## src/core/core_timing_regs.vh

```
// constants for the instruction timing and decode core
// assumes inclusion by both the core and its field decoder
`ifndef CORE_TIMING_REGS_VH
`define CORE_TIMING_REGS_VH

// word and path widths
`define INSTR_W 14
`define PC_W 15
`define PC_RESET 15'h0000
`define NOP_WORD 14'h0000
// oscillator periods per instruction cycle, and the phase that closes it
`define OSC_PER_INSTR 4
`define PH_READ 2'h1
`define PH_CALC 2'h2
`define PH_LAST 2'h3
// file space: highest address, indirect windows for pointer 0 and 1
`define FILE_MAX 7'h7F
`define WIN0_ADDR 7'h00
`define WIN1_ADDR 7'h01
// pointer update modes
`define MODE_PRE_INC 2'h0
`define MODE_PRE_DEC 2'h1
`define MODE_POST_INC 2'h2
`define MODE_POST_DEC 2'h3
// operation identifiers, byte ops first so ranges classify them
`define OP_ADDWF 6'h00
`define OP_ADDWFC 6'h01
`define OP_ANDWF 6'h02
`define OP_ASRF 6'h03
`define OP_LSLF 6'h04
`define OP_LSRF 6'h05
`define OP_CLRF 6'h06
`define OP_CLRW 6'h07
`define OP_COMF 6'h08
`define OP_DECF 6'h09
`define OP_INCF 6'h0A
`define OP_IORWF 6'h0B
`define OP_MOVF 6'h0C
`define OP_MOVWF 6'h0D
`define OP_RLF 6'h0E
`define OP_RRF 6'h0F
`define OP_SUBWF 6'h10
`define OP_SUBWFB 6'h11
`define OP_SWAPF 6'h12
`define OP_XORWF 6'h13
`define OP_DEC_ZSKIP 6'h14
`define OP_INC_ZSKIP 6'h15
`define OP_BCF 6'h16
`define OP_BSF 6'h17
`define OP_BIT_CLR_SKIP 6'h18
`define OP_BIT_SET_SKIP 6'h19
`define OP_ADDLW 6'h1A
`define OP_ANDLW 6'h1B
`define OP_IORLW 6'h1C
`define OP_MOVLB 6'h1D
`define OP_MOVLP 6'h1E
`define OP_MOVLW 6'h1F
`define OP_SUBLW 6'h20
`define OP_XORLW 6'h21
`define OP_PC_OFS_JUMP 6'h22
`define OP_ACC_OFS_JUMP 6'h23
`define OP_CALL 6'h24
`define OP_ACC_CALL 6'h25
`define OP_ABS_JUMP 6'h26
`define OP_INT_EXIT 6'h27
`define OP_LIT_RETURN 6'h28
`define OP_RETURN 6'h29
`define OP_NOP 6'h2A
`define OP_CLRWDT 6'h2B
`define OP_SLEEP 6'h2C
`define OP_RESET 6'h2D
`define OP_OPTION 6'h2E
`define OP_TRIS 6'h2F
`define OP_ADDFSR 6'h30
`define OP_MOVIW 6'h31
`define OP_MOVIW_K 6'h32
`define OP_MOVWI 6'h33
`define OP_MOVWI_K 6'h34
`define OP_ILLEGAL 6'h3F

`endif

```

## src/core/instr_field_decode.v

```verilog
// operation and operand field decoder for one 14-bit instruction word
// assumes a word already fetched; purely combinational
`timescale 1ns/1ns
`default_nettype none
`include "core_timing_regs.vh"

module instr_field_decode (
	// instruction word
	input wire [13:0] word,
	// decoded operation and operands
	output reg [5:0] op,
	output wire dest_sel,
	output wire [2:0] bit_sel,
	output wire [6:0] file_addr,
	output wire [10:0] literal,
	output wire ptr_idx,
	output wire [1:0] pointer_update_mode
);

	// operand fields
	assign dest_sel = word[7];
	assign bit_sel = word[9:7];
	assign file_addr = word[6:0] & `FILE_MAX;
	assign literal = word[10:0];
	assign pointer_update_mode = word[1:0];
	// pointer index sits low for the short indirect moves, bit 6 otherwise
	assign ptr_idx = (op == `OP_MOVIW || op == `OP_MOVWI) ? word[2] : word[6];

	// full instruction set match
	always @* begin
		casez (word)
			14'b00_0111_????_????: op = `OP_ADDWF;
			14'b11_1101_????_????: op = `OP_ADDWFC;
			14'b00_0101_????_????: op = `OP_ANDWF;
			14'b11_0111_????_????: op = `OP_ASRF;
			14'b11_0101_????_????: op = `OP_LSLF;
			14'b11_0110_????_????: op = `OP_LSRF;
			14'b00_0001_1???_????: op = `OP_CLRF;
			14'b00_0001_0000_00??: op = `OP_CLRW;
			14'b00_1001_????_????: op = `OP_COMF;
			14'b00_0011_????_????: op = `OP_DECF;
			14'b00_1010_????_????: op = `OP_INCF;
			14'b00_0100_????_????: op = `OP_IORWF;
			14'b00_1000_????_????: op = `OP_MOVF;
			14'b00_0000_1???_????: op = `OP_MOVWF;
			14'b00_1101_????_????: op = `OP_RLF;
			14'b00_1100_????_????: op = `OP_RRF;
			14'b00_0010_????_????: op = `OP_SUBWF;
			14'b11_1011_????_????: op = `OP_SUBWFB;
			14'b00_1110_????_????: op = `OP_SWAPF;
			14'b00_0110_????_????: op = `OP_XORWF;
			14'b00_1011_????_????: op = `OP_DEC_ZSKIP;
			14'b00_1111_????_????: op = `OP_INC_ZSKIP;
			14'b01_00??_????_????: op = `OP_BCF;
			14'b01_01??_????_????: op = `OP_BSF;
			14'b01_10??_????_????: op = `OP_BIT_CLR_SKIP;
			14'b01_11??_????_????: op = `OP_BIT_SET_SKIP;
			14'b11_1110_????_????: op = `OP_ADDLW;
			14'b11_1001_????_????: op = `OP_ANDLW;
			14'b11_1000_????_????: op = `OP_IORLW;
			14'b00_0000_001?_????: op = `OP_MOVLB;
			14'b11_0001_1???_????: op = `OP_MOVLP;
			14'b11_0000_????_????: op = `OP_MOVLW;
			14'b11_1100_????_????: op = `OP_SUBLW;
			14'b11_1010_????_????: op = `OP_XORLW;
			14'b11_001?_????_????: op = `OP_PC_OFS_JUMP;
			14'b00_0000_0000_1011: op = `OP_ACC_OFS_JUMP;
			14'b10_0???_????_????: op = `OP_CALL;
			14'b00_0000_0000_1010: op = `OP_ACC_CALL;
			14'b10_1???_????_????: op = `OP_ABS_JUMP;
			14'b00_0000_0000_1001: op = `OP_INT_EXIT;
			14'b11_0100_????_????: op = `OP_LIT_RETURN;
			14'b00_0000_0000_1000: op = `OP_RETURN;
			14'b00_0000_0000_0000: op = `OP_NOP;
			14'b00_0000_0110_0100: op = `OP_CLRWDT;
			14'b00_0000_0110_0011: op = `OP_SLEEP;
			14'b00_0000_0000_0001: op = `OP_RESET;
			14'b00_0000_0110_0010: op = `OP_OPTION;
			14'b00_0000_0110_01??: op = `OP_TRIS;
			14'b11_0001_0???_????: op = `OP_ADDFSR;
			14'b00_0000_0001_0???: op = `OP_MOVIW;
			14'b11_1111_0???_????: op = `OP_MOVIW_K;
			14'b00_0000_0001_1???: op = `OP_MOVWI;
			14'b11_1111_1???_????: op = `OP_MOVWI_K;
			default: op = `OP_ILLEGAL;
		endcase
	end

endmodule // instr_field_decode
`default_nettype wire

```

## src/core/core_instruction_timing_decode.v

```verilog
// instruction sequencer: fetch, four-phase timing, operand access, transfers
// assumes synchronous program memory, file space and return stack outside
`timescale 1ns/1ns
`default_nettype none
`include "core_timing_regs.vh"

module core_instruction_timing_decode (
	// clock and reset
	input wire ref_clk,
	input wire reset_n,
	// program memory
	output wire [14:0] pm_addr,
	input wire [13:0] pm_data,
	// file register space
	output wire [4:0] fr_bank,
	output wire [6:0] fr_addr,
	output wire fr_rd,
	output wire fr_wr,
	output wire [7:0] fr_wdata,
	input wire [7:0] fr_rdata,
	input wire carry_in,
	// indirect pointers
	input wire [1:0] ptr_in_pgm,
	output wire ptr_step,
	output wire ptr_add,
	output wire ptr_sel,
	output wire [1:0] ptr_mode,
	output wire [5:0] ptr_ofs,
	// return stack
	output wire stack_push,
	output wire [14:0] stack_ret_addr,
	output wire stack_pop,
	input wire [14:0] stack_top,
	// status of the sequencer
	output wire [1:0] osc_phase,
	output wire instr_cycle_end,
	output wire retire,
	output wire [5:0] retire_op,
	output wire illegal_op,
	output wire int_exit,
	output wire [7:0] acc
);

	// sequencer states
	localparam ST_EXEC = 3'b001;
	localparam ST_HOLD = 3'b010;
	localparam ST_FLUSH = 3'b100;
	localparam [1:0] PH_MAX = `PH_LAST; // last of the four phases

	reg [1:0] phase_q;
	reg [2:0] st_q;
	reg [14:0] pc_q;
	reg [13:0] ir_q;
	reg [7:0] w_q;
	reg [6:0] pclath_q;
	reg [4:0] bank_q;
	reg [7:0] res_q;
	reg skip_q;
	reg [7:0] alu_d;
	reg skip_d;
	reg jump_d;
	reg [14:0] target_d;

	wire [5:0] op;
	wire dsel;
	wire [2:0] bsel;
	wire [6:0] faddr;
	wire [10:0] lit;
	wire pidx;
	wire [1:0] pmode;

	// mask for the selected bit, shared by set, clear and test
	function [7:0] bit_mask;
		input [2:0] sel;
		begin
			bit_mask = 8'h01 << sel;
		end
	endfunction

	instr_field_decode u_dec (
		.word(ir_q),
		.op(op),
		.dest_sel(dsel),
		.bit_sel(bsel),
		.file_addr(faddr),
		.literal(lit),
		.ptr_idx(pidx),
		.pointer_update_mode(pmode)
	);

	// operation classes
	wire is_byte = op <= `OP_INC_ZSKIP;
	wire is_bitop = op >= `OP_BCF && op <= `OP_BIT_SET_SKIP;
	wire is_lit_w = (op >= `OP_ADDLW && op <= `OP_XORLW && op != `OP_MOVLB &&
		op != `OP_MOVLP) || op == `OP_LIT_RETURN;
	wire is_ind_move = op == `OP_MOVIW || op == `OP_MOVWI;
	wire is_ind_k = op == `OP_MOVIW_K || op == `OP_MOVWI_K;
	wire is_ind = is_ind_move || is_ind_k;
	wire names_file = (is_byte && op != `OP_CLRW) || is_bitop;
	// either window address, pointer 0 or 1 in bit 0
	wire win_hit = names_file && {faddr[6:1], 1'b0} == `WIN0_ADDR;
	wire n_eff = win_hit ? faddr[0] : pidx;

	// extra cycle for indirect access into program memory
	wire need_extra = (win_hit || is_ind) && ptr_in_pgm[n_eff];
	// the instruction really executes this cycle
	wire exe = (st_q == ST_EXEC && !need_extra) || st_q == ST_HOLD;
	wire q_end = phase_q == PH_MAX;
	wire wr_w = (is_byte && !dsel) || is_lit_w || op == `OP_MOVIW || op == `OP_MOVIW_K;
	wire wr_file = (is_byte && dsel) || op == `OP_BCF || op == `OP_BSF ||
		op == `OP_MOVWI || op == `OP_MOVWI_K;
	wire is_call = op == `OP_CALL || op == `OP_ACC_CALL;
	wire is_ret = op == `OP_RETURN || op == `OP_LIT_RETURN || op == `OP_INT_EXIT;

	// file access strobes: read in phase 1, write in phase 3
	assign fr_bank = bank_q;
	assign fr_addr = is_ind ? {6'h00, pidx} : faddr;
	assign fr_rd = exe && phase_q == `PH_READ && (names_file || is_ind);
	assign fr_wr = exe && q_end && wr_file;
	assign fr_wdata = res_q;

	// pointer updates: pre modes before the read, post modes at the end
	assign ptr_sel = n_eff;
	assign ptr_mode = pmode;
	assign ptr_ofs = is_ind_k || op == `OP_ADDFSR ? lit[5:0] : 6'h00;
	assign ptr_step = exe && is_ind_move &&
		(pmode[1] ? q_end : phase_q == 2'h0);
	assign ptr_add = exe && q_end && op == `OP_ADDFSR;

	// return stack traffic at the close of the executing cycle
	assign stack_push = exe && q_end && is_call;
	assign stack_ret_addr = pc_q;
	assign stack_pop = exe && q_end && is_ret;

	assign pm_addr = pc_q;
	assign osc_phase = phase_q;
	assign instr_cycle_end = q_end;
	assign retire = exe && q_end;
	assign retire_op = op;
	assign illegal_op = exe && q_end && op == `OP_ILLEGAL;
	assign int_exit = exe && q_end && op == `OP_INT_EXIT;
	assign acc = w_q;

	// result of the modify step on the value read from the file, or of the literal op on W
	always @* begin
		case (op)
			`OP_ADDWF: alu_d = w_q + fr_rdata;
			`OP_ADDWFC: alu_d = w_q + fr_rdata + {7'h00, carry_in};
			`OP_ANDWF: alu_d = w_q & fr_rdata;
			`OP_ASRF: alu_d = {fr_rdata[7], fr_rdata[7:1]};
			`OP_LSLF: alu_d = {fr_rdata[6:0], 1'b0};
			`OP_LSRF: alu_d = {1'b0, fr_rdata[7:1]};
			`OP_CLRF: alu_d = 8'h00;
			`OP_CLRW: alu_d = 8'h00;
			`OP_COMF: alu_d = ~fr_rdata;
			`OP_DECF: alu_d = fr_rdata - 8'h01;
			`OP_DEC_ZSKIP: alu_d = fr_rdata - 8'h01;
			`OP_INCF: alu_d = fr_rdata + 8'h01;
			`OP_INC_ZSKIP: alu_d = fr_rdata + 8'h01;
			`OP_IORWF: alu_d = w_q | fr_rdata;
			`OP_MOVF: alu_d = fr_rdata;
			`OP_RLF: alu_d = {fr_rdata[6:0], carry_in};
			`OP_RRF: alu_d = {carry_in, fr_rdata[7:1]};
			`OP_SUBWF: alu_d = fr_rdata - w_q;
			`OP_SUBWFB: alu_d = fr_rdata - w_q - {7'h00, ~carry_in};
			`OP_SWAPF: alu_d = {fr_rdata[3:0], fr_rdata[7:4]};
			`OP_XORWF: alu_d = w_q ^ fr_rdata;
			`OP_BCF: alu_d = fr_rdata & ~bit_mask(bsel);
			`OP_BSF: alu_d = fr_rdata | bit_mask(bsel);
			`OP_ADDLW: alu_d = w_q + lit[7:0];
			`OP_ANDLW: alu_d = w_q & lit[7:0];
			`OP_IORLW: alu_d = w_q | lit[7:0];
			`OP_MOVLW: alu_d = lit[7:0];
			`OP_SUBLW: alu_d = lit[7:0] - w_q;
			`OP_XORLW: alu_d = w_q ^ lit[7:0];
			`OP_LIT_RETURN: alu_d = lit[7:0];
			`OP_MOVIW: alu_d = fr_rdata;
			`OP_MOVIW_K: alu_d = fr_rdata;
			default: alu_d = w_q;
		endcase
	end

	// skip decision: zero result or tested bit state
	always @* begin
		case (op)
			`OP_DEC_ZSKIP: skip_d = alu_d == 8'h00;
			`OP_INC_ZSKIP: skip_d = alu_d == 8'h00;
			`OP_BIT_CLR_SKIP: skip_d = (fr_rdata & bit_mask(bsel)) == 8'h00;
			`OP_BIT_SET_SKIP: skip_d = (fr_rdata & bit_mask(bsel)) != 8'h00;
			default: skip_d = 1'b0;
		endcase
	end

	// control transfer targets
	always @* begin
		jump_d = 1'b1;
		case (op)
			`OP_ABS_JUMP: target_d = {pclath_q[6:3], lit};
			`OP_CALL: target_d = {pclath_q[6:3], lit};
			`OP_ACC_CALL: target_d = {pclath_q, w_q};
			`OP_PC_OFS_JUMP: target_d = pc_q + {{6{lit[8]}}, lit[8:0]};
			`OP_ACC_OFS_JUMP: target_d = pc_q + {7'h00, w_q};
			`OP_RETURN: target_d = stack_top;
			`OP_LIT_RETURN: target_d = stack_top;
			`OP_INT_EXIT: target_d = stack_top;
			default: begin
				jump_d = 1'b0;
				target_d = pc_q;
			end
		endcase
	end

	// four oscillator phases per cycle; fetch, execute, flush sequencing
	always @(posedge ref_clk) begin
		if (!reset_n) begin
			phase_q <= 2'h0;
			st_q <= ST_FLUSH;
			pc_q <= `PC_RESET;
			ir_q <= `NOP_WORD;
			w_q <= 8'h00;
			pclath_q <= 7'h00;
			bank_q <= 5'h00;
			res_q <= 8'h00;
			skip_q <= 1'b0;
		end else begin
			phase_q <= phase_q + 2'h1;
			if (exe && phase_q == `PH_CALC) begin
				res_q <= alu_d;
				skip_q <= skip_d;
			end
			if (exe && q_end) begin
				if (wr_w)
					w_q <= res_q;
				if (op == `OP_MOVLP)
					pclath_q <= lit[6:0];
				if (op == `OP_MOVLB)
					bank_q <= lit[4:0];
			end
			if (q_end) begin
				case (st_q)
					ST_EXEC, ST_HOLD: begin
						if (st_q == ST_EXEC && need_extra) begin
							st_q <= ST_HOLD;
						end else if (jump_d) begin
							pc_q <= target_d;
							st_q <= ST_FLUSH;
						end else if (skip_q) begin
							pc_q <= pc_q + 15'h0001;
							st_q <= ST_FLUSH;
						end else begin
							ir_q <= pm_data;
							pc_q <= pc_q + 15'h0001;
							st_q <= ST_EXEC;
						end
					end
					ST_FLUSH: begin
						ir_q <= pm_data;
						pc_q <= pc_q + 15'h0001;
						st_q <= ST_EXEC;
					end
					default: st_q <= ST_FLUSH;
				endcase
			end
		end
	end

endmodule // core_instruction_timing_decode
`default_nettype wire

```

## config.mk

```make
export PLATFORM = sky130hd
export DESIGN_NAME = core_instruction_timing_decode
export DESIGN_NICKNAME = d
export VERILOG_FILES = /design/src/core/instr_field_decode.v /design/src/core/core_instruction_timing_decode.v
export VERILOG_INCLUDE_DIRS = /design/src /design/src/core
export SDC_FILE = /design/constraint.sdc
export NUM_CORES = 1
export LEC_CHECK = 0
export BUFFER_PORTS_ARGS = -buffer_cell sky130_fd_sc_hd__buf_4
export CORE_MARGIN = 2
export CORE_UTILIZATION = 50
export CTS_BUF_LIST = sky130_fd_sc_hd__clkbuf_16
export CTS_CLUSTER_DIAMETER = 100
export DETAILED_ROUTE_END_ITERATION = 8
export PLACE_DENSITY = 0.71
export SLEW_MARGIN = 20
export SYNTH_ARGS = -nofsm -noshare
export SYNTH_HDL_FRONTEND = slang
export SYNTH_HIERARCHICAL = 1
export SYNTH_SLANG_ARGS = --single-unit
```

## constraint.sdc

```tcl
create_clock -name ref_clk -period 5.89 [get_ports ref_clk]
set_clock_uncertainty 0.05 [all_clocks]
set_input_delay 0.589 -clock ref_clk [delete_from_list [all_inputs] [get_ports ref_clk]]
set_output_delay 0.589 -clock ref_clk [all_outputs]
set_load 0.005 [all_outputs]
```

==> flow_summary_export.csv, run 1 <==
group,metric,value,unit
route,first_pass_iters,8,
timing,worst_slack,283,ps
timing,finalSetupViolCount,0,
route,vias,10697,
power_and_ir_drop,powerDensity,207,nW/um^2
floorplanning,core,18100,sq um
floorplanning,die_w,140,um
route,wl_per_cell,22.5,um
global_route,grt_pass1_wl,55.4,mm
synthesis,synth_top_area_share,0.136,
power_and_ir_drop,leakage,4.35,nW
route,drcViolationCount,0,
setup_path,cp_data_arrival_time,4970,ps
setup_path,start_kind,"flop",
setup_path,path_max_fanout,23,
timing,max_slew_margin,0.316,
synthesis,synth_edf_count,0,
setup_path,path_class,"reg -> out",
place,gp_congestion,1.03,
clocking,cts-root-buf,"clkbuf_16",
power_and_ir_drop,ir_drop,0.187,mV
synthesis,yosysUniqueCellTypes,95,
synthesis,yosysWarningCount,6,
clocking,cts_hold_buf,0,
status,status,"finished clean",
place,dp_slack,146,ps
global_route,first_global_vias,9720,
synthesis,synth_area,9290,sq um
floorplanning,dieArea,19700,sq um
timing,fmax,178,MHz
place,placed_area,10400,sq um
floorplanning,die_y,140,um
timing,post-route-period-util,0.952,
job,max-cap-violations,0,
synthesis,ys_seq_area_frac,0.136,
synthesis,yosysMostFrequentCell,"nor2_1",
timing,tns,0,ps
setup_path,critPathMaxStageDelay,600,ps
floorplanning,io_pins,127,
setup_path,crit_slowest_cell,"or4_1",
floorplanning,initial_core_util,0.514,
global_route,grt-ovfl-total,0,
floorplanning,row_count,49,
clocking,cts_tree,"built",
timing,max_slew.worst_pin.slew,1020,ps
synthesis,synth_fp_nets,1394,
synthesis,synth-main-ff-cell,"dfxtp_1",
timing,slew_violations,0,
route,antenna_left,0,
timing,rsz0062_at_grt,"no",
setup_path,setup.worst_path.end_class,"primary output",
route,viasPerCell,6.66,
synthesis,syn_inst,1302,
setup_path,cp_cell_sequence,"buf_4 -> nor2b_1 -> o21ai_0 -> a21oi_1 -> or4_1 -> nand4b_4 -> a311oi_4 -> buf_4 -> or3b_2 -> a21oi_2 -> and2b_1 -> o31ai_4 -> nand2_2 -> inv_1 -> and3_1 -> buf_4",
setup_path,path_common_cell,"buf_4",
final_layout,stdcell_count,1605,
global_route,antenna_found_initial,0,
final_layout,area_growth,15.8,%
worst_hold_path,hp-class,"in -> reg",
route,wl,36.0,mm
final_layout,nets,1463,
final_layout,nFillCells,1754,
route,first_iter_violations,1202,
synthesis,synth_seq_cells,63,
clocking,cts_sinks,63,
timing,finalCriticalPeriod,5610,ps
global_route,grt_max_degree,41,
clocking,htree_levels,3,
final_layout,diodes,0,
clocking,clk_pin_slew_worst_paths,60,ps
setup_path,required,5250,ps
final_layout,post-route-cell-area,10800,sq um
place,dp_hpwl,27.0,mm
place,numPlacedInstances,1589,
final_layout,drive_above_1_share,0.186,
synthesis,synthTopCellsByArea,"dfxtp_1, ha_1, mux2i_1",
synthesis,synthArstFlopShare,0,
place,port_buffers,126,
clocking,clk_path_buf_depth,2,
synthesis,yosys-top-cells-count,"nor2_1, nand2_1, a21oi_1",
global_route,grtUsageTotal,0.354,
clocking,cts_inserted_buffers,9,
synthesis,yosys.area.top_type,"dfxtp_1",
final_layout,fin_util,0.595,
synthesis,avgSynthCellArea,7.13,sq um
clocking,clkLatencyLatePin,340,ps
timing,hold_viol_final,0,
==> through the flow <==
stage	total power [mW]	hold WS [ps]
6_report	2.22	429
5_1_grt	2.33	441
4_1_cts	2.18	423
3_5_place_dp	1.60	424
3_3_place_gp	1.58	419
2_1_floorplan	1.23	402
==> cells in the final DEF, fill, tap and decap left out, types with 46 or more instances in the layout <==
master / netlist / final
dfxtp_1: 63 / 62
buf_4: 44 / 188
inv_1: 49 / 49
nand3_1: 50 / 50
mux2i_1: 54 / 53
o21ai_0: 51 / 50
nor2_1: 140 / 140
nand2_1: 88 / 87
a21oi_1: 83 / 83
ha_1: 46 / 46
==> power breakdown <==
part	internal, mW	switching [mW]	total [mW]
Clock	0.371	0.213	0.584
Sequential	0.432	0.0123	0.445
Combinational	0.435	0.761	1.20
==> repair_timing <==
| action | CTS | global route |
|---|---|---|
| endpoints found under the setup margin | 0 | 8 |
| resized for setup | 0 | 10 |
| hold endpoints to repair | 0 | 0 |
| buffers inserted | 0 | 0 |
==> logic make-up after synthesis <==
family	count (synthesis)	share of synthesized area
AOI/OAI and AO/OA	357	0.270
adders and majority gates	50	0.0706
buffers and inverters	182	0.0975
and+or+nand+nor	538	0.309
muxes	62	0.0679
DFF	63	0.136
xor gates and xnor gates	50	0.0486
==> worst max-delay path, delay by kind of cell, from the launching register on <==
kind,cells,cell delay [ps]
and+or+nand+nor,7,2300
AOI/OAI and AO/OA,5,1020
buffers and inverters,4,870
DFF,1,420
==> state kept, by name, summed over array words and instances, names as in the netlist <==
signal,cells
osc_phase,2
pclath_q,7
fr_wdata,8
pm_addr,15
skip_q,1
ir_q,14
acc,8
fr_bank,5
st_q,3
==> path summary, 6_finish.rpt <==
path	start	endpoint	slack (ps)	cells past startpoint
worst min-delay path	pm_data[6]	ir_q[6]$_SDFFE_PN0P_	430	3
worst max register to register	ir_q[11]$_SDFFE_PN0P_	fr_wdata[7]$_SDFFE_PN0P_	280	22
worst min register to register	osc_phase[0]$_SDFF_PN0_	osc_phase[0]$_SDFF_PN0_	440	1
worst max-delay path	ir_q[11]$_SDFFE_PN0P_	ptr_add	280	16
==> cell type report <==
cell class              count  area [sq um]  area share
multi-input cells        1057          7240       0.673
well taps                 229           287      0.0266
flip-flops and latches     63          1260       0.117
clock inverters             7          97.6     0.00908
inverters                  50           188      0.0175
repair buffers            190          1450       0.135
clock buffers               9           225      0.0209
==> metal layers <==
layer,part of all wire,routed length [um],global-route usage,vias to the layer above
met5,0,0,0,-
met4,0.043,1530,0.145,0
met3,0.087,3140,0.0622,120
met2,0.46,16400,0.569,604
met1,0.41,14900,0.469,5014
li1,-,-,-,4959
Note: power is estimated with default switching activity, not from simulation.
==> inputs of run 2 (changes only) <==
--- a/config.mk
+++ b/config.mk
@@ -13,8 +13,6 @@
 export CTS_CLUSTER_DIAMETER = 100
 export DETAILED_ROUTE_END_ITERATION = 8
 export PLACE_DENSITY = 0.71
-export SLEW_MARGIN = 20
 export SYNTH_ARGS = -nofsm -noshare
 export SYNTH_HDL_FRONTEND = slang
-export SYNTH_HIERARCHICAL = 1
 export SYNTH_SLANG_ARGS = --single-unit
==> run 2 against run 1 <==
Compared with the run above: via count up 1.2%; count of clock-buffer cells in the layout unchanged; utilization down 2.5 points; wire length up 1.4%; critical endpoint is now stack_pop.
==> flow_summary_export.csv, run 2 <==
group,metric,value,unit
status,status,"finished clean",
synthesis,synth_area,9390,sq um
place,gp_congestion,1.04,
clocking,cts-root-buf,"clkbuf_16",
global_route,grt_pass1_wl,56.2,mm
worst_hold_path,hp-class,"reg -> reg",
worst_hold_path,hp-start,"osc_phase[0]$_SDFF_PN0_",
synthesis,yosysWarningCount,0,
final_layout,diodes,0,
power_and_ir_drop,ir_drop,0.156,mV
floorplanning,dieArea,19900,sq um
place,port_buffers,126,
final_layout,nFillCells,1788,
job,max-cap-violations,0,
route,first_pass_iters,6,
synthesis,yosys.area.top_type,"dfxtp_1",
clocking,cts_resized,0,
synthesis,synth_mux_area_frac,0.0492,
setup_path,reg2regPathDepth,16,
clocking,htree_levels,3,
setup_path,cp_data_arrival_time,4270,ps
synthesis,avgSynthCellArea,7.27,sq um
synthesis,synth_fp_nets,1389,
timing,finalSetupViolCount,0,
synthesis,synth_top_area_share,0.134,
setup_path,regToRegSetupSlack,1110,ps
clocking,cts_sinks,63,
timing,post-route-period-util,0.834,
setup_path,required,5250,ps
final_layout,layout_common_cells,"buf_4, nor2_1, nand2_1, a21oi_1, dfxtp_1",
timing,fmax,204,MHz
route,drcViolationCount,0,
place,dp_hpwl,26.7,mm
timing,rsz0062_at_grt,"no",
floorplanning,die_w,141,um
route,vias,10824,
clocking,clk_pin_slew_worst_paths,60,ps
floorplanning,initial_core_util,0.505,
clocking,clk_path_buf_depth,2,
synthesis,ys_seq_area_frac,0.134,
timing,finalCriticalPeriod,4910,ps
final_layout,nets,1437,
synthesis,synthXorXnorAreaFrac,0.0514,
synthesis,synth-main-ff-cell,"dfxtp_1",
timing,max_slew.worst_pin.slew,969,ps
timing,max_slew_margin,0.350,
final_layout,area_growth,12.8,%
global_route,grt_max_degree,76,
synthesis,synth_top_family_by_area,"simple AND/OR/NAND/NOR gates",
synthesis,synthArstFlopShare,0,
route,antenna_left,0,
floorplanning,row_count,50,
synthesis,yosysUniqueCellTypes,107,
timing,slew_violations,0,
setup_path,setup.worst_path.end_class,"primary output",
route,first_iter_violations,1329,
worst_hold_path,whs_path_depth,1,
final_layout,largest_register_ffs,15,
final_layout,drive_above_1_share,0.173,
setup_path,reg2reg_from,"ir_q[12]$_SDFFE_PN0P_",
synthesis,syn_inst,1291,
timing,hold_viol_final,0,
route,wl_per_cell,23.2,um
synthesis,synth_compound_area_frac,0.298,
setup_path,path_class,"reg -> out",
floorplanning,die_y,141,um
clocking,clkLatencyLatePin,350,ps
power_and_ir_drop,power,1.62,mW
global_route,grtUsageTotal,0.359,
global_route,first_global_vias,9871,
clocking,cts_inserted_buffers,9,
synthesis,synth_seq_cells,63,
clocking,cts_hold_buf,0,
global_route,antenna_found_initial,0,
synthesis,yosys.area_share.simple,0.308,
global_route,grt-ovfl-total,0,
clocking,post_cts_buffers,0,
power_and_ir_drop,leakage,4.35,nW
route,viasPerCell,6.86,
timing,tns,0,ps
setup_path,worstReg2RegEnd,"pm_addr[14]$_SDFFE_PN0P_",
floorplanning,io_pins,127,
setup_path,path_max_fanout,35,
synthesis,yosys-top-cells-count,"nor2_1, nand2_1, a21oi_1",
synthesis,synth_edf_count,0,
synthesis,synthAdderAreaFrac,0.0786,
clocking,cts_tree,"built",
final_layout,mostFrequentLayoutCell,"buf_4",
power_and_ir_drop,powerDensity,153,nW/um^2
synthesis,synthTopCellsByArea,"dfxtp_1, ha_1, nor2_1",
worst_hold_path,holdPathEnd,"osc_phase[0]$_SDFF_PN0_",
setup_path,start_kind,"flop",
floorplanning,core,18600,sq um
synthesis,yosysMostFrequentCell,"nor2_1",
route,wl,36.5,mm
## run 2: cells by family after synthesis
family	count (synthesis)
AO/OA/AOI/OAI	378
XOR/XNOR	52
adder cells (fa/ha/maj)	56
buffers and inverters	168
flip-flops	63
multiplexers	43
AND/OR/NAND/NOR	531
## run 2: layer usage
metal,GRT usage,up-vias,routed length [um]
li1,-,4949,-
met1,0.487,5101,15400
met2,0.553,656,15900
met3,0.0707,118,3680
met4,0.159,0,1630
met5,0,-,0
## run 2: worst max-delay path, cell delays in order (launching register included)
cell,delay [ps]
dfxtp_1,750
buf_12,280
or3_1,420
nor4_4,80
nor3_1,460
nand4_2,290
inv_2,180
and3_1,240
nor2_2,90
or4_1,760
a21oi_1,210
buf_4,140
## run 2: worst max path at each step
stage                           from                  endpoint  cells after the start
5_1_grt         ir_q[9]$_SDFFE_PN0P_                 stack_pop                     11
4_1_cts         ir_q[9]$_SDFFE_PN0P_                 stack_pop                     11
2_1_floorplan  ir_q[11]$_SDFFE_PN0P_  pm_addr[14]$_SDFFE_PN0P_                     17
3_3_place_gp   ir_q[12]$_SDFFE_PN0P_  pm_addr[13]$_SDFFE_PN0P_                     17
3_5_place_dp   ir_q[12]$_SDFFE_PN0P_  pm_addr[14]$_SDFFE_PN0P_                     16
6_report        ir_q[9]$_SDFFE_PN0P_                 stack_pop                     11
## run 2: layout make-up
cell class | instances | area, sq um | area share
inverters | 52 | 195 | 0.0184
clock inverters | 7 | 77.6 | 0.00733
clock buffers | 9 | 225 | 0.0213
repair buffers | 153 | 1160 | 0.110
multi-input cells | 1060 | 7370 | 0.696
well taps | 234 | 293 | 0.0277
flip-flops and latches | 63 | 1260 | 0.119
## run 2: through the flow
| step | cell area [sq um] | util | setup WS [ps] | instances | hold slack [ps] |
|---|---|---|---|---|---|
| finish | 10600 | 0.570 | 980 | 1578 | 436 |
| global route | 10600 | 0.570 | 730 | 1578 | 446 |
| CTS | 10600 | 0.570 | 1060 | 1578 | 431 |
| global placement | 10300 | 0.554 | 1390 | 1562 | 421 |
| floorplan | 9390 | - | 1900 | 1291 | 406 |
| detailed placement | 10300 | 0.554 | 1270 | 1562 | 428 |
## run 2: report_power, final
| part | internal (mW) | switching, mW | leakage [nW] |
|---|---|---|---|
| clock | 0.332 | 0.237 | 0.147 |
| sequential | 0.434 | 0.0162 | 0.509 |
| combinational | 0.221 | 0.378 | 3.69 |
| total | 0.987 | 0.631 | 4.35 |
==> inputs of run 3 (changes only) <==
--- a/config.mk
+++ b/config.mk
@@ -6,6 +6,7 @@
 export SDC_FILE = /design/constraint.sdc
 export NUM_CORES = 1
 export LEC_CHECK = 0
+export ABC_AREA = 1
 export BUFFER_PORTS_ARGS = -buffer_cell sky130_fd_sc_hd__buf_4
 export CORE_MARGIN = 2
 export CORE_UTILIZATION = 50
==> constraint.sdc (replaced) <==
create_clock -name ref_clk -period 4.3 [get_ports ref_clk]
set_clock_uncertainty 0.05 [all_clocks]
set_input_delay 0.43 -clock ref_clk [delete_from_list [all_inputs] [get_ports ref_clk]]
set_output_delay 0.43 -clock ref_clk [all_outputs]
set_load 0.005 [all_outputs]
==> run 3 against run 2 <==
Compared with the run above: clock power grew 41%; wire length up 6.6%; worst hold slack worse by 180 ps; utilization rose by 4.0 points; sequential cell count did not move; die area fell by 5.5%; count of clock-buffer cells in the layout did not move; register-to-register slack worse by 770 ps; sequential power grew 42%; combinational power rose by 59%; synthesized cell count rose by 17%; power increased by 48%; critical path type unchanged; largest power group unchanged.
==> flow_summary_export.csv, run 3 <==
group,metric,value,unit
final_layout,layout_common_cells,"nand2_1, nor2_1, buf_4, inv_1, nand3_1",
synthesis,synth_area,8860,sq um
global_route,grtUsageTotal,0.410,
synthesis,synthTopCellsByArea,"nand2_1, dfxtp_1, nor2_1",
final_layout,nFillCells,1786,
setup_path,setup.worst_path.end_class,"primary output",
global_route,grt_max_degree,54,
route,antenna_left,0,
synthesis,synth_edf_count,0,
setup_path,path_class,"reg -> out",
synthesis,yosysUniqueCellTypes,56,
floorplanning,die_w,137,um
final_layout,nets,1749,
synthesis,yosysMostFrequentCell,"nand2_1",
synthesis,synthArstFlopShare,0,
global_route,grt-ovfl-total,0,
setup_path,cp_cell_sequence,"inv_1 -> nand2_1 -> nor2_1 -> nand2_2 -> nand3_1 -> nor2_1 -> nand2_1 -> nor2_4 -> nand2_4 -> and2_4 -> nand4_1 -> nand2_2 -> nand3_2 -> nand2_2 -> nand2_4 -> nand4_4 -> buf_4 -> nand2_1 -> nor4_1 -> buf_4",
power_and_ir_drop,powerDensity,227,nW/um^2
timing,post-route-period-util,0.962,
timing,finalCriticalPeriod,4140,ps
floorplanning,row_count,48,
clocking,cts-root-buf,"clkbuf_16",
clocking,cts_tree,"built",
final_layout,drive_above_1_share,0.179,
final_layout,stdcell_count,1881,
synthesis,synth_top_area_share,0.160,
setup_path,required,3820,ps
synthesis,synth-main-ff-cell,"dfxtp_1",
floorplanning,initial_core_util,0.512,
final_layout,mostFrequentLayoutCell,"nand2_1",
place,dp_hpwl,30.8,mm
route,drcViolationCount,0,
route,wl_per_cell,20.7,um
clocking,cts_hold_buf,0,
place,gp_congestion,1.15,
clocking,clk_path_buf_depth,2,
place,numPlacedInstances,1860,
timing,fmax,242,MHz
setup_path,path_max_fanout,6,
timing,tns,0,ps
clocking,htree_levels,3,
synthesis,avgSynthCellArea,5.86,sq um
power_and_ir_drop,power,2.40,mW
clocking,clk_pin_slew_worst_paths,60,ps
route,first_iter_violations,1208,
floorplanning,die_y,137,um
synthesis,yosysWarningCount,0,
synthesis,yosys-top-cells-count,"nand2_1, nor2_1, inv_1",
floorplanning,dieArea,18800,sq um
final_layout,largest_register_ffs,15,
global_route,grt_pass1_wl,57.6,mm
worst_hold_path,hp-class,"in -> reg",
synthesis,synth_seq_cells,63,
route,vias,11290,
power_and_ir_drop,ir_drop,0.214,mV
timing,slew_violations,0,
synthesis,ys_seq_area_frac,0.142,
status,status,"finished clean",
timing,hold_viol_final,0,
setup_path,worst-path-buf-inv,3,
final_layout,diodes,0,
global_route,antenna_found_initial,0,
synthesis,yosys.area.top_type,"nand2_1",
floorplanning,io_pins,127,
power_and_ir_drop,leakage,5.61,nW
route,viasPerCell,6.00,
timing,max_slew.worst_pin.slew,688,ps
job,max-cap-violations,0,
setup_path,critPathMaxStageDelay,410,ps
route,wl,39.0,mm
timing,rsz0062_at_grt,"no",
setup_path,crit_slowest_cell,"nor2_1",
clocking,cts_sinks,63,
place,port_buffers,126,
clocking,clkLatencyLatePin,340,ps
global_route,first_global_vias,9952,
clocking,cts_inserted_buffers,9,
timing,holdWs,258,ps
floorplanning,core,17300,sq um
timing,max_slew_margin,0.541,
timing,finalSetupViolCount,0,
setup_path,start_kind,"flop",
setup_path,cp_top_family,"simple AND/OR/NAND/NOR gates",
synthesis,syn_inst,1512,
route,first_pass_iters,8,
final_layout,area_growth,19.1,%
setup_path,cp_data_arrival_time,3660,ps
synthesis,synth_fp_nets,1610,
-- run 3: cell families after synthesis --
kind of cell / Yosys count / synth area share
AND/OR/NAND/NOR: 837 / 0.432
buffers and inverters: 262 / 0.128
AO/OA/AOI/OAI: 249 / 0.170
flip-flops: 63 / 0.142
adder cells (fa/ha/maj): 56 / 0.0833
XOR/XNOR: 45 / 0.0445
-- run 3: power by group --
group	leakage, nW	internal (mW)	total [mW]	switching [mW]
Clock	0.160	0.509	0.804	0.294
Sequential	0.512	0.602	0.640	0.0376
Combinational	4.93	0.355	0.955	0.600
Total	5.61	1.47	2.40	0.932
-- run 3: repair_timing --
action / 4_1_cts / 5_1_grt
setup endpoints to repair: 1 / 9
pin swaps: 0 / 2
resized for setup: 1 / 6
setup buffers: 0 / 5
-- run 3: worst reg2reg max path: stages, from the launching register on --
cell,delay (ps)
dfxtp_1,520
nand2_2,160
nor2_1,170
nand2_2,100
o21ai_0,450
inv_1,100
ha_1,290
nand2_1,50
o21ai_0,280
nand2_1,120
nand2_1,90
a21oi_1,80
xor2_1,160
o21ai_0,110
nand3b_1,270
nor2_1,220
nand2_1,70
nor2_1,150
nand3_1,90
nor2_1,90
nand2_1,50
nand2_1,50
nand2_1,50
a21oi_1,110
-- run 3: per-stage QoR --
stage | util | cell area [sq um] | worst slack (ps)
final | 0.610 | 10600 | 163
after global routing | 0.610 | 10600 | 29.7
after CTS | 0.606 | 10500 | 91.3
after detailed placement | 0.588 | 10200 | 324
after global placement | 0.588 | 10200 | 380
after floorplan | - | 8860 | 1090
-- run 3: cell type report --
cell class | count | area (sq um) | share of cell area
Clock inverter | 7 | 96.3 | 0.00913
Multi-Input combinational cell | 1187 | 6480 | 0.614
Tap cell | 225 | 282 | 0.0267
Timing Repair Buffer | 190 | 1450 | 0.138
Inverter | 200 | 753 | 0.0714
Sequential cell | 63 | 1270 | 0.120
Clock buffer | 9 | 225 | 0.0213
-- run 3: worst paths after layout --
kind / cells after the start / from / endpoint / slack (ps)
setup / recovery: 20 / ir_q[10]$_SDFFE_PN0P_ / ptr_step / 160
hold / removal: 3 / pm_data[2] / ir_q[2]$_SDFFE_PN0P_ / 260
setup reg to reg: 23 / ir_q[12]$_SDFFE_PN0P_ / skip_q$_SDFFE_PN0P_ / 340
hold reg to reg: 1 / osc_phase[0]$_SDFF_PN0_ / osc_phase[0]$_SDFF_PN0_ / 440
-- run 3: metal layers --
metal  share of wire  up-vias  global-route usage
met5               0        -                   0
met4           0.047        0               0.178
met3            0.15      139               0.166
met2            0.40      832               0.583
met1            0.40     5069               0.542
li1                -     5250                   -
